===== config.mk =====
export PLATFORM = sky130hd
export DESIGN_NAME = ppsc_ctrl
export DESIGN_NICKNAME = d
export VERILOG_FILES = /design/src/core/ppsc_pkg.sv /design/src/core/ppsc_sync.sv /design/src/core/ppsc_ctrl.sv
export VERILOG_INCLUDE_DIRS = /design/src /design/src/core
export SDC_FILE = /design/constraint.sdc
export NUM_CORES = 1
export LEC_CHECK = 0
export ABC_CLOCK_PERIOD_IN_PS = 3800
export BUFFER_PORTS_ARGS = -buffer_cell sky130_fd_sc_hd__buf_2
export CORE_ASPECT_RATIO = 0.9
export CORE_MARGIN = 5
export CORE_UTILIZATION = 31
export CTS_BUF_LIST = sky130_fd_sc_hd__clkbuf_4
export DETAILED_ROUTE_END_ITERATION = 6
export HOLD_SLACK_MARGIN = 0.12
export SYNTH_ARGS = -nofsm -noshare
export SYNTH_HDL_FRONTEND = slang
export SYNTH_SLANG_ARGS = --single-unit

===== constraint.sdc =====
create_clock -name core_clk -period 3.8 [get_ports core_clk]
set_input_delay 0.38 -clock core_clk [delete_from_list [all_inputs] [get_ports core_clk]]
set_output_delay 0.38 -clock core_clk [all_outputs]
set_load 0.02 [all_outputs]

===== src/core/ppsc_map.svh =====
// Constants for the PHY power-state controller: encodings and timing counts.
// Assumes inclusion by the design, checker and bench files by bare name.
`ifndef PPSC_MAP_SVH
`define PPSC_MAP_SVH
// ==========================================================
// Transmit lane drive encodings
`define PPSC_TX_UNDEF 3'h0
`define PPSC_TX_DIFF 3'h1
`define PPSC_TX_GND 3'h2
`define PPSC_TX_ACDET 3'h3
`define PPSC_TX_IDLE 3'h4
`define PPSC_TX_HIZ 3'h5
// ==========================================================
// Receiver termination encodings
`define PPSC_RX_UNDEF 3'h0
`define PPSC_RX_CTAP 3'h1
`define PPSC_RX_DIFF 3'h2
`define PPSC_RX_DCDET 3'h3
`define PPSC_RX_OFF 3'h4
// ==========================================================
// Inactive lane state codes that call for relock on width increase
`define PPSC_INLN_RELOCK_A 2'h1
`define PPSC_INLN_RELOCK_B 2'h3
// ==========================================================
// Relock request pulse length in ns, and its cycle count at 125 MHz
`define PPSC_RELOCK_NS 64
`define PPSC_CLK_MHZ 125
`define PPSC_RELOCK_CYC ((`PPSC_RELOCK_NS * `PPSC_CLK_MHZ + 999) / 1000)
`endif


===== src/core/ppsc_pkg.sv =====
// Types for the PHY power-state controller.
// Assumes ppsc_map.svh is on the include path.
package ppsc_pkg;
    typedef enum logic [2:0] {
        PPSC_PH_UNPOWERED = 3'h0,
        PPSC_PH_PWR_LOW = 3'h1,
        PPSC_PH_COLD = 3'h2,
        PPSC_PH_AC_DETECT = 3'h3,
        PPSC_PH_WARM = 3'h4,
        PPSC_PH_ACTIVE = 3'h5,
        PPSC_PH_DISC = 3'h6,
        PPSC_PH_OFF = 3'h7
    } ppsc_phy_req_e;

    typedef enum logic [8:0] {
        PPSC_S_UNPOWERED = 9'h001,
        PPSC_S_PWR_LOW = 9'h002,
        PPSC_S_COLD = 9'h004,
        PPSC_S_AC_DETECT = 9'h008,
        PPSC_S_WARM = 9'h010,
        PPSC_S_ACTIVE = 9'h020,
        PPSC_S_DISC1 = 9'h040,
        PPSC_S_DISC2 = 9'h080,
        PPSC_S_OFF = 9'h100
    } ppsc_state_e;

    typedef struct packed {
        logic hot_plug_enable;
        logic stop_tristate_enable;
        logic [1:0] inactive_lane_state;
        logic [1:0] power_state_select;
        logic ac_supported;
        logic gen3_protocol;
        logic high_freq;
        logic link_16bit;
    } ppsc_cfg_s;

    typedef struct packed {
        logic [2:0] clk_lane;
        logic [2:0] data_lane;
        logic [2:0] rx_term;
        logic dll_on;
        logic dll_hold;
        logic pr_on;
        logic pr_hold;
        logic comp_enable;
        logic coding_8b10b;
        logic scramble;
        logic [1:0] ctl_lines;
    } ppsc_ctl_s;
endpackage


===== src/core/ppsc_sync.sv =====
// Two-flop level synchroniser, one per bit through a generate loop.
// Assumes inputs are asynchronous to core_clk.
`timescale 1ns/100ps
module ppsc_sync #(
    parameter int W = 1,
    parameter logic [W-1:0] RST_VAL = '0
) (
    input wire logic core_clk,
    input wire logic resetn,
    input wire logic [W-1:0] async_in,
    output logic [W-1:0] sync_out
);
    logic [W-1:0] meta_r;
    genvar i;
    generate
        for (i = 0; i < W; i++)
        begin : g_bit
            // First stage feeds only the second stage
            always_ff @(posedge core_clk or negedge resetn)
            begin
                if (!resetn)
                begin
                    // Reset to the pin's idle level so no false edge follows reset
                    meta_r[i] <= RST_VAL[i];
                    sync_out[i] <= RST_VAL[i];
                end
                else
                begin
                    meta_r[i] <= async_in[i];
                    sync_out[i] <= meta_r[i];
                end
            end
        end
    endgenerate
endmodule


===== src/core/ppsc_ctrl.sv =====
// PHY power-state controller: lane drive, termination, DLL and relock control.
// Assumes sideband pins and the link clock arrive asynchronous to core_clk;
// configuration bits are quasi-static inputs from core_clk logic.
//
// Operation
// - Cold reset uses DC lane states; AC detect only when DC not detected
// - Off or deepest level with hot-plug: ground-terminated tx, center-tap rx
// - Off without hot-plug: tx high impedance (DC) or ground termination
// - Off without hot-plug: receiver amplifier disabled
// - First-gen disconnect: tx high impedance only if stop-tristate enabled
// - First-gen disconnect with tristate clear: keep differential drive
// - No hot-plug/AC support: no tx obligation while power-good low
// - Gen3 with hot-plug or AC: ground-terminate tx while power-good low
// - After stop release, relock on width increase with lane state 01 or 11
// - Relock after deepest level/off exit, frequency change, idle timer expiry
// - Relock leaving warm reset; optionally every stop release with hot-plug and power-state select bit 1 set
// - Undefined lane states are implementation choice
// - High-skew sideband devices must support hot-plug
// - AC coupling optional; any mode combination allowed in link test
// - Compensation logic disabled while PHY is off
// - Active-hold level keeps every lane active
`timescale 1ns/100ps
`include "ppsc_map.svh"
module ppsc_ctrl #(
    parameter logic HOT_PLUG_SUPPORTED = 1'b1,
    parameter logic RELOCK_EVERY_STOP = 1'b0,
    parameter int RELOCK_CYC = `PPSC_RELOCK_CYC
) (
    input wire logic core_clk,
    input wire logic resetn,
    input wire logic power_good,
    input wire logic link_stop_n,
    input wire logic link_reset_n,
    input wire logic link_clk,
    input wire ppsc_pkg::ppsc_phy_req_e phy_request,
    input wire logic dc_coupling_detected,
    input wire ppsc_pkg::ppsc_cfg_s cfg,
    input wire logic width_increase,
    input wire logic freq_change,
    input wire logic idle_timer_expired,
    output ppsc_pkg::ppsc_ctl_s lane_ctl,
    output ppsc_pkg::ppsc_state_e phy_state,
    output logic dll_relock,
    output logic link_clk_edge,
    output logic ac_mode
);
    import ppsc_pkg::*;

    // ==========================================================
    // Sideband synchronisation
    logic [3:0] sync_w;
    logic pg_s, stop_n_s, rst_n_s, lclk_s;
    // Stop rests high when released; a low reset value would fake a stop release
    ppsc_sync #(.W(4), .RST_VAL(4'h4)) ppsc_sync_i (
        .core_clk(core_clk),
        .resetn(resetn),
        .async_in({power_good, link_stop_n, link_reset_n, link_clk}),
        .sync_out(sync_w)
    );
    assign {pg_s, stop_n_s, rst_n_s, lclk_s} = sync_w;

    logic lclk_d_r;
    logic stop_n_d_r;
    always_ff @(posedge core_clk or negedge resetn)
    begin
        if (!resetn)
        begin
            lclk_d_r <= 1'b0;
            stop_n_d_r <= 1'b1;
            link_clk_edge <= 1'b0;
        end
        else
        begin
            lclk_d_r <= lclk_s;
            stop_n_d_r <= stop_n_s;
            link_clk_edge <= lclk_s & ~lclk_d_r;
        end
    end
    logic stop_release;
    assign stop_release = stop_n_s & ~stop_n_d_r;

    // ==========================================================
    // PHY state machine
    ppsc_state_e state_r, state_nxt;
    always_comb
    begin
        state_nxt = state_r;
        if (!pg_s)
            state_nxt = PPSC_S_PWR_LOW;
        else
        begin
            case (state_r)
                PPSC_S_UNPOWERED, PPSC_S_PWR_LOW:
                    state_nxt = PPSC_S_COLD;
                PPSC_S_COLD:
                begin
                    // AC detect only when AC supported and DC not seen
                    if (cfg.ac_supported && !dc_coupling_detected)
                        state_nxt = PPSC_S_AC_DETECT;
                    else if (rst_n_s)
                        state_nxt = PPSC_S_WARM;
                end
                PPSC_S_AC_DETECT:
                    if (rst_n_s)
                        state_nxt = PPSC_S_WARM;
                PPSC_S_WARM:
                    if (phy_request == PPSC_PH_ACTIVE)
                        state_nxt = PPSC_S_ACTIVE;
                    else if (phy_request == PPSC_PH_OFF)
                        state_nxt = PPSC_S_OFF;
                default:
                begin
                    if (!rst_n_s)
                        state_nxt = PPSC_S_WARM;
                    else if (phy_request == PPSC_PH_OFF)
                        state_nxt = PPSC_S_OFF;
                    else if (!stop_n_s && phy_request == PPSC_PH_DISC)
                    begin
                        // Select bit 0 picks the shallower of the two saving levels
                        if (cfg.power_state_select == 2'h3)
                            state_nxt = PPSC_S_OFF;
                        else if (cfg.power_state_select == 2'h0)
                            state_nxt = PPSC_S_ACTIVE;
                        else if (cfg.power_state_select[0])
                            state_nxt = PPSC_S_DISC1;
                        else
                            state_nxt = PPSC_S_DISC2;
                    end
                    else if (stop_n_s && state_r != PPSC_S_OFF)
                        state_nxt = PPSC_S_ACTIVE;
                    else if (stop_n_s && phy_request == PPSC_PH_ACTIVE)
                        state_nxt = PPSC_S_ACTIVE;
                end
            endcase
        end
    end

    always_ff @(posedge core_clk or negedge resetn)
    begin
        if (!resetn)
            state_r <= PPSC_S_UNPOWERED;
        else
            state_r <= state_nxt;
    end
    assign phy_state = state_r;

    // ==========================================================
    // Lane drive and termination
    logic gen3_drive;
    logic deepest_hp;
    assign gen3_drive = cfg.gen3_protocol && cfg.high_freq;
    assign deepest_hp = state_r == PPSC_S_OFF && cfg.hot_plug_enable;

    ppsc_ctl_s ctl_nxt;
    always_comb
    begin
        ctl_nxt = '0;
        ctl_nxt.clk_lane = `PPSC_TX_UNDEF;
        ctl_nxt.data_lane = `PPSC_TX_UNDEF;
        ctl_nxt.rx_term = `PPSC_RX_UNDEF;
        ctl_nxt.comp_enable = 1'b1;
        ctl_nxt.coding_8b10b = ac_mode && cfg.high_freq;
        ctl_nxt.scramble = cfg.high_freq && cfg.gen3_protocol;
        ctl_nxt.ctl_lines = (cfg.link_16bit && cfg.high_freq) ? 2'h2 : 2'h1;
        case (state_r)
            PPSC_S_UNPOWERED:
                ctl_nxt.rx_term = `PPSC_RX_OFF;
            PPSC_S_PWR_LOW:
            begin
                // Without support nothing is owed, so the lanes are left undefined
                if (HOT_PLUG_SUPPORTED || cfg.ac_supported)
                begin
                    ctl_nxt.clk_lane = `PPSC_TX_GND;
                    ctl_nxt.data_lane = `PPSC_TX_GND;
                end
            end
            PPSC_S_COLD:
            begin
                ctl_nxt.clk_lane = `PPSC_TX_DIFF;
                ctl_nxt.data_lane = `PPSC_TX_DIFF;
                ctl_nxt.rx_term = `PPSC_RX_DCDET;
                ctl_nxt.dll_on = 1'b1;
            end
            PPSC_S_AC_DETECT:
            begin
                ctl_nxt.clk_lane = `PPSC_TX_ACDET;
                ctl_nxt.data_lane = `PPSC_TX_ACDET;
                ctl_nxt.rx_term = `PPSC_RX_CTAP;
                ctl_nxt.dll_on = 1'b1;
            end
            PPSC_S_WARM:
            begin
                ctl_nxt.clk_lane = `PPSC_TX_DIFF;
                ctl_nxt.data_lane = ac_mode ? `PPSC_TX_IDLE : `PPSC_TX_DIFF;
                ctl_nxt.rx_term = ac_mode ? `PPSC_RX_CTAP : `PPSC_RX_DIFF;
                ctl_nxt.dll_on = 1'b1;
            end
            PPSC_S_ACTIVE:
            begin
                ctl_nxt.clk_lane = `PPSC_TX_DIFF;
                ctl_nxt.data_lane = `PPSC_TX_DIFF;
                ctl_nxt.rx_term = ac_mode ? `PPSC_RX_CTAP : `PPSC_RX_DIFF;
                ctl_nxt.dll_on = 1'b1;
                ctl_nxt.pr_on = 1'b1;
            end
            PPSC_S_DISC1, PPSC_S_DISC2:
            begin
                ctl_nxt.rx_term = ac_mode ? `PPSC_RX_CTAP : `PPSC_RX_DIFF;
                ctl_nxt.dll_on = 1'b1;
                ctl_nxt.pr_hold = 1'b1;
                ctl_nxt.dll_hold = state_r == PPSC_S_DISC2;
                ctl_nxt.clk_lane = (state_r == PPSC_S_DISC1) ? `PPSC_TX_DIFF : `PPSC_TX_IDLE;
                ctl_nxt.data_lane = `PPSC_TX_IDLE;
                if (!gen3_drive && !ac_mode)
                begin
                    ctl_nxt.clk_lane = (state_r == PPSC_S_DISC1) ? `PPSC_TX_DIFF : `PPSC_TX_HIZ;
                    ctl_nxt.data_lane = `PPSC_TX_HIZ;
                    if (!cfg.stop_tristate_enable)
                    begin
                        ctl_nxt.clk_lane = `PPSC_TX_DIFF;
                        ctl_nxt.data_lane = `PPSC_TX_DIFF;
                    end
                end
            end
            PPSC_S_OFF:
            begin
                ctl_nxt.comp_enable = 1'b0;
                if (deepest_hp)
                begin
                    ctl_nxt.clk_lane = `PPSC_TX_GND;
                    ctl_nxt.data_lane = `PPSC_TX_GND;
                    ctl_nxt.rx_term = `PPSC_RX_CTAP;
                end
                else
                begin
                    // High impedance saves power but is only legal on DC links
                    ctl_nxt.clk_lane = ac_mode ? `PPSC_TX_GND : `PPSC_TX_HIZ;
                    ctl_nxt.data_lane = ac_mode ? `PPSC_TX_GND : `PPSC_TX_HIZ;
                    ctl_nxt.rx_term = `PPSC_RX_OFF;
                end
            end
            default:
                ctl_nxt.rx_term = `PPSC_RX_OFF;
        endcase
    end

    always_ff @(posedge core_clk or negedge resetn)
    begin
        if (!resetn)
        begin
            lane_ctl <= '0;
            lane_ctl.rx_term <= `PPSC_RX_OFF;
        end
        else
            lane_ctl <= ctl_nxt;
    end

    // ==========================================================
    // Coupling mode, learned on leaving cold reset
    always_ff @(posedge core_clk or negedge resetn)
    begin
        if (!resetn)
            ac_mode <= 1'b0;
        else if (state_r == PPSC_S_PWR_LOW)
            ac_mode <= 1'b0;
        else if (state_r == PPSC_S_COLD && state_nxt == PPSC_S_AC_DETECT)
            ac_mode <= 1'b1;
    end

    // ==========================================================
    // DLL relock request
    logic was_deep_r;
    always_ff @(posedge core_clk or negedge resetn)
    begin
        if (!resetn)
            was_deep_r <= 1'b0;
        else if (state_r == PPSC_S_OFF)
            was_deep_r <= 1'b1;
        else if (state_r == PPSC_S_ACTIVE)
            was_deep_r <= 1'b0;
    end

    logic relock_cause;
    always_comb
    begin
        relock_cause = 1'b0;
        if (stop_release && width_increase &&
            (cfg.inactive_lane_state == `PPSC_INLN_RELOCK_A ||
             cfg.inactive_lane_state == `PPSC_INLN_RELOCK_B))
            relock_cause = 1'b1;
        if (was_deep_r && state_nxt == PPSC_S_ACTIVE && state_r != PPSC_S_ACTIVE)
            relock_cause = 1'b1;
        if (freq_change)
            relock_cause = 1'b1;
        if (state_r == PPSC_S_DISC2 && idle_timer_expired)
            relock_cause = 1'b1;
        if (state_r == PPSC_S_WARM && state_nxt != PPSC_S_WARM)
            relock_cause = 1'b1;
        if (RELOCK_EVERY_STOP && stop_release && cfg.hot_plug_enable &&
            cfg.power_state_select[1])
            relock_cause = 1'b1;
    end

    // Stretched so a slow DLL controller cannot miss a one-cycle cause
    logic [7:0] relock_cnt_r;
    always_ff @(posedge core_clk or negedge resetn)
    begin
        if (!resetn)
        begin
            relock_cnt_r <= 8'h00;
            dll_relock <= 1'b0;
        end
        else
        begin
            if (relock_cause)
                relock_cnt_r <= 8'(RELOCK_CYC);
            else if (relock_cnt_r != 8'h00)
                relock_cnt_r <= relock_cnt_r - 8'h01;
            dll_relock <= relock_cause || relock_cnt_r > 8'h01;
        end
    end
endmodule


==> impl_metrics.csv <==
group,metric,value,unit
outcome,status,"finished clean",
clock_network,clock_sinks,48,
sta,period_minus_slack,3110,ps
finish,fin_nets,334,
finish,area_growth,17.8,%
finish,ff_latch_area,1210,um^2
routing,via_per_inst,5.00,
clock_network,cts_max_path_buffers,2,
grt,gr-usage-met3,3.86,%
place,detailed_place_hpwl,4450,um
clock_network,cts_hold_buf,4,
logic_synthesis,synth_edf_count,0,
clock_network,cts_tree,"built",
logic_synthesis,netlist_area,2490,um^2
sta,finalSetupTns,0,ps
routing,drc,0,
critical_path,crit_path_max_fanout,11,
clock_network,clockRootBuffer,"clkbuf_4",
critical_path,critPathArrivalTime,3350,ps
logic_synthesis,netlist_instances,259,
grt,overflow,0,
sta,tightest_slew,1060,ps
grt,grt_pass1_wl,9750,um
floorplanning,boundaryPins,53,
logic_synthesis,yosysUniqueCellTypes,57,
routing,wl_per_cell,14.5,um
sta,final_max_slew_viol_count,0,
power,p_leak,1.32,nW
clock_network,clock_latency,370,ps
routing,num_vias,2046,
critical_path,startpoint_type,"register",
critical_path,ff2ff_setup_slack,690,ps
logic_synthesis,synth-async-reset-ratio,100,%
floorplanning,die_w,105,um
sta,hold_viol_final,0,
critical_path,endpoint_kind,"register",
clock_network,cts_setup_buffers,0,
sta,finalSetupViolCount,0,
place,io_buffers,51,
grt,busiest_layer,"met2",
clock_network,cts_resized,0,
clock_network,cts_buffers,5,
power,peakVddDrop,0.164,mV
critical_path,path_class,"reg -> reg",
logic_synthesis,ys_seq_elements,48,
clock_network,clkTransAtPathRegs,160,ps
worst_hold_path,min_path_type,"in -> reg",
finish,multi_input_area,1180,um^2
finish,drive_above_1_share,24.5,%
grt,grtUsageTotal,12.1,%
grt,grt_pass1_vias,1951,
logic_synthesis,synth_area_per_cell,9.63,um^2
finish,insertedDiodeCount,0,
grt,antenna_found_initial,0,
floorplanning,die_h,95.1,um
floorplanning,start_util,31.4,%
sta,maxSlewHeadroom,29.0,%
sta,period_share,82.0,%
finish,post-route-util,37.0,%
grt,use_met1,16.9,%
logic_synthesis,yosys_warnings,0,
logic_synthesis,syn-num-nets,284,
routing,routed_wl,5920,um
clock_network,cts_htree_levels,2,
routing,antenna_left,0,
logic_synthesis,ys_seq_area_share,48.4,%
grt,grt_max_degree,49,
logic_synthesis,yosys_most_used_dff,"dfrtp_1",
place,gp_congestion,0.842,
sta,fin_skew,12.4,ps
grt,grtUsageMet2,18.2,%
routing,drt_first_pass_iters,4,
finish,nFillCells,813,
critical_path,worstPathRequired,4030,ps
power,power_density,456,nW/um^2
sta,max_freq,321,MHz
floorplanning,row_count,31,
floorplanning,core_area,7950,um^2
floorplanning,dieArea,9940,um^2
sta,rsz0062_at_grt,"no",
job,cap_violations,0,
routing,drt_iter0_markers,107,
==> power breakdown <==
part	switching (W)	internal, W	leakage [nW]	total (W)
sequential	0.0000560	0.000570	0.603	0.000626
combinational	0.000230	0.000162	0.679	0.000392
clock	0.000181	0.000141	0.0418	0.000322
total	0.000467	0.000872	1.32	0.00134
==> cell families (layout without fill, tap and decap cells) <==
logic type	Yosys count	count (layout)	synth area share (%)
adder cells (fa/ha/maj)	2	2	1.00
AND/OR/NAND/NOR	117	117	26.7
flip-flops	48	48	48.4
multiplexers	2	2	0.853
AO/OA/AOI/OAI	57	57	15.7
XOR/XNOR	8	8	2.81
buffers and inverters	25	76	4.46
==> sequential cells by signal, indices dropped and copies added, names as in the netlist <==
signal and cells:
ac_mode 1, relock_cnt_r 8, was_deep_r 1, dll_relock 1
ppsc_sync_i.meta_r 4, lclk_d_r 1, stop_n_d_r 1, phy_state 9
link_clk_edge 1, ppsc_sync_i.sync_out 4, lane_ctl 17
==> metal layers <==
| metal | vias to the layer above | wire length (um) |
|---|---|---|
| met3 | 5 | 453 |
| met1 | 939 | 2920 |
| li1 | 1034 | - |
| met2 | 68 | 2500 |
| met4 | 0 | 50 |
| met5 | - | 0 |
==> cell type report <==
type,count,area share (%)
repair buffers,56,10.3
clock inverters,3,1.58
inverters,12,1.53
well taps,99,4.21
flip-flops and latches,48,41.1
multi-input cells,186,40.0
clock buffers,5,1.28
==> worst paths after layout <==
kind                                           end  cells after the start                  start
max                                relock_cnt_r[0]                      7           phy_state[1]
min                                    lane_ctl[0]                      2                 cfg[0]
max reg2reg                        relock_cnt_r[0]                      7           phy_state[1]
min reg2reg                ppsc_sync_i.sync_out[2]                      0  ppsc_sync_i.meta_r[2]
max in group asynchronous             phy_state[3]                      1                 resetn
min in group asynchronous  ppsc_sync_i.sync_out[3]                      1                 resetn
==> layout by cell type, fill, tap and decap left out, types with 4 or more instances in the layout <==
master	instances
nand2b_1	6
nor3_1	11
nand4_1	4
dfstp_2	5
inv_1	12
dlygate4sd3_1	4
nor3b_1	4
clkbuf_4	5
dfrtp_1	43
and2_1	9
xnor2_1	5
o21ai_0	13
nor2b_1	8
a21oi_1	16
nor4_1	6
nor2_1	15
nand3_1	13
nand2_1	23
buf_2	51
==> Yosys cell counts (2+ instances only) <==
master / n / share of area [%]
nand4_1: 4 / 1.0
o21ai_0: 13 / 2.6
a41oi_1: 2 / 0.70
nor2b_1: 8 / 2.0
a21oi_1: 16 / 3.2
o211ai_1: 2 / 0.60
inv_1: 12 / 1.8
buf_2: 4 / 0.80
nor2_1: 15 / 2.3
nor4_4: 2 / 1.7
and3_1: 2 / 0.50
a21o_1: 2 / 0.60
dfstp_2: 5 / 5.3
or2_2: 2 / 0.50
nand2_1: 23 / 3.5
dfrtp_1: 43 / 43
nor3b_1: 4 / 1.2
a31oi_1: 2 / 0.50
nand4b_1: 2 / 0.70
nor4_1: 6 / 1.5
nor3_1: 11 / 2.2
o32ai_1: 2 / 0.70
and2_1: 9 / 2.3
nand2b_1: 6 / 1.5
o2111ai_1: 3 / 1.1
ha_1: 2 / 1.0
xor2_1: 3 / 1.1
xnor2_1: 5 / 1.8
nand3_1: 13 / 2.6
nor4bb_1: 2 / 0.80
o21bai_1: 2 / 0.60
nand3b_1: 3 / 0.90
clkbuf_1: 5 / 0.75
==> metrics by stage <==
step | area, um^2 | worst slack [ps] | power, W | hold slack (ps) | std cells
4_1_cts | 2940 | 703 | 0.00135 | 142 | 409
3_5_place_dp | 2820 | 722 | 0.00103 | 341 | 397
3_3_place_gp | 2820 | 728 | 0.00102 | 333 | 397
6_report | 2940 | 686 | 0.00134 | 160 | 409
5_1_grt | 2940 | 451 | 0.00143 | 144 | 409
2_1_floorplan | 2490 | 1360 | 0.000917 | 84.4 | 259
==> critical path, cell delays in order (launching register included) <==
cell and delay [ps]:
dfrtp_1 540, nor3_1 880, nand3_1 310, nor4_1 330
a21oi_1 80, or2_2 340, o31ai_4 370, a21oi_1 130
Power figures use the tool's default switching activity.
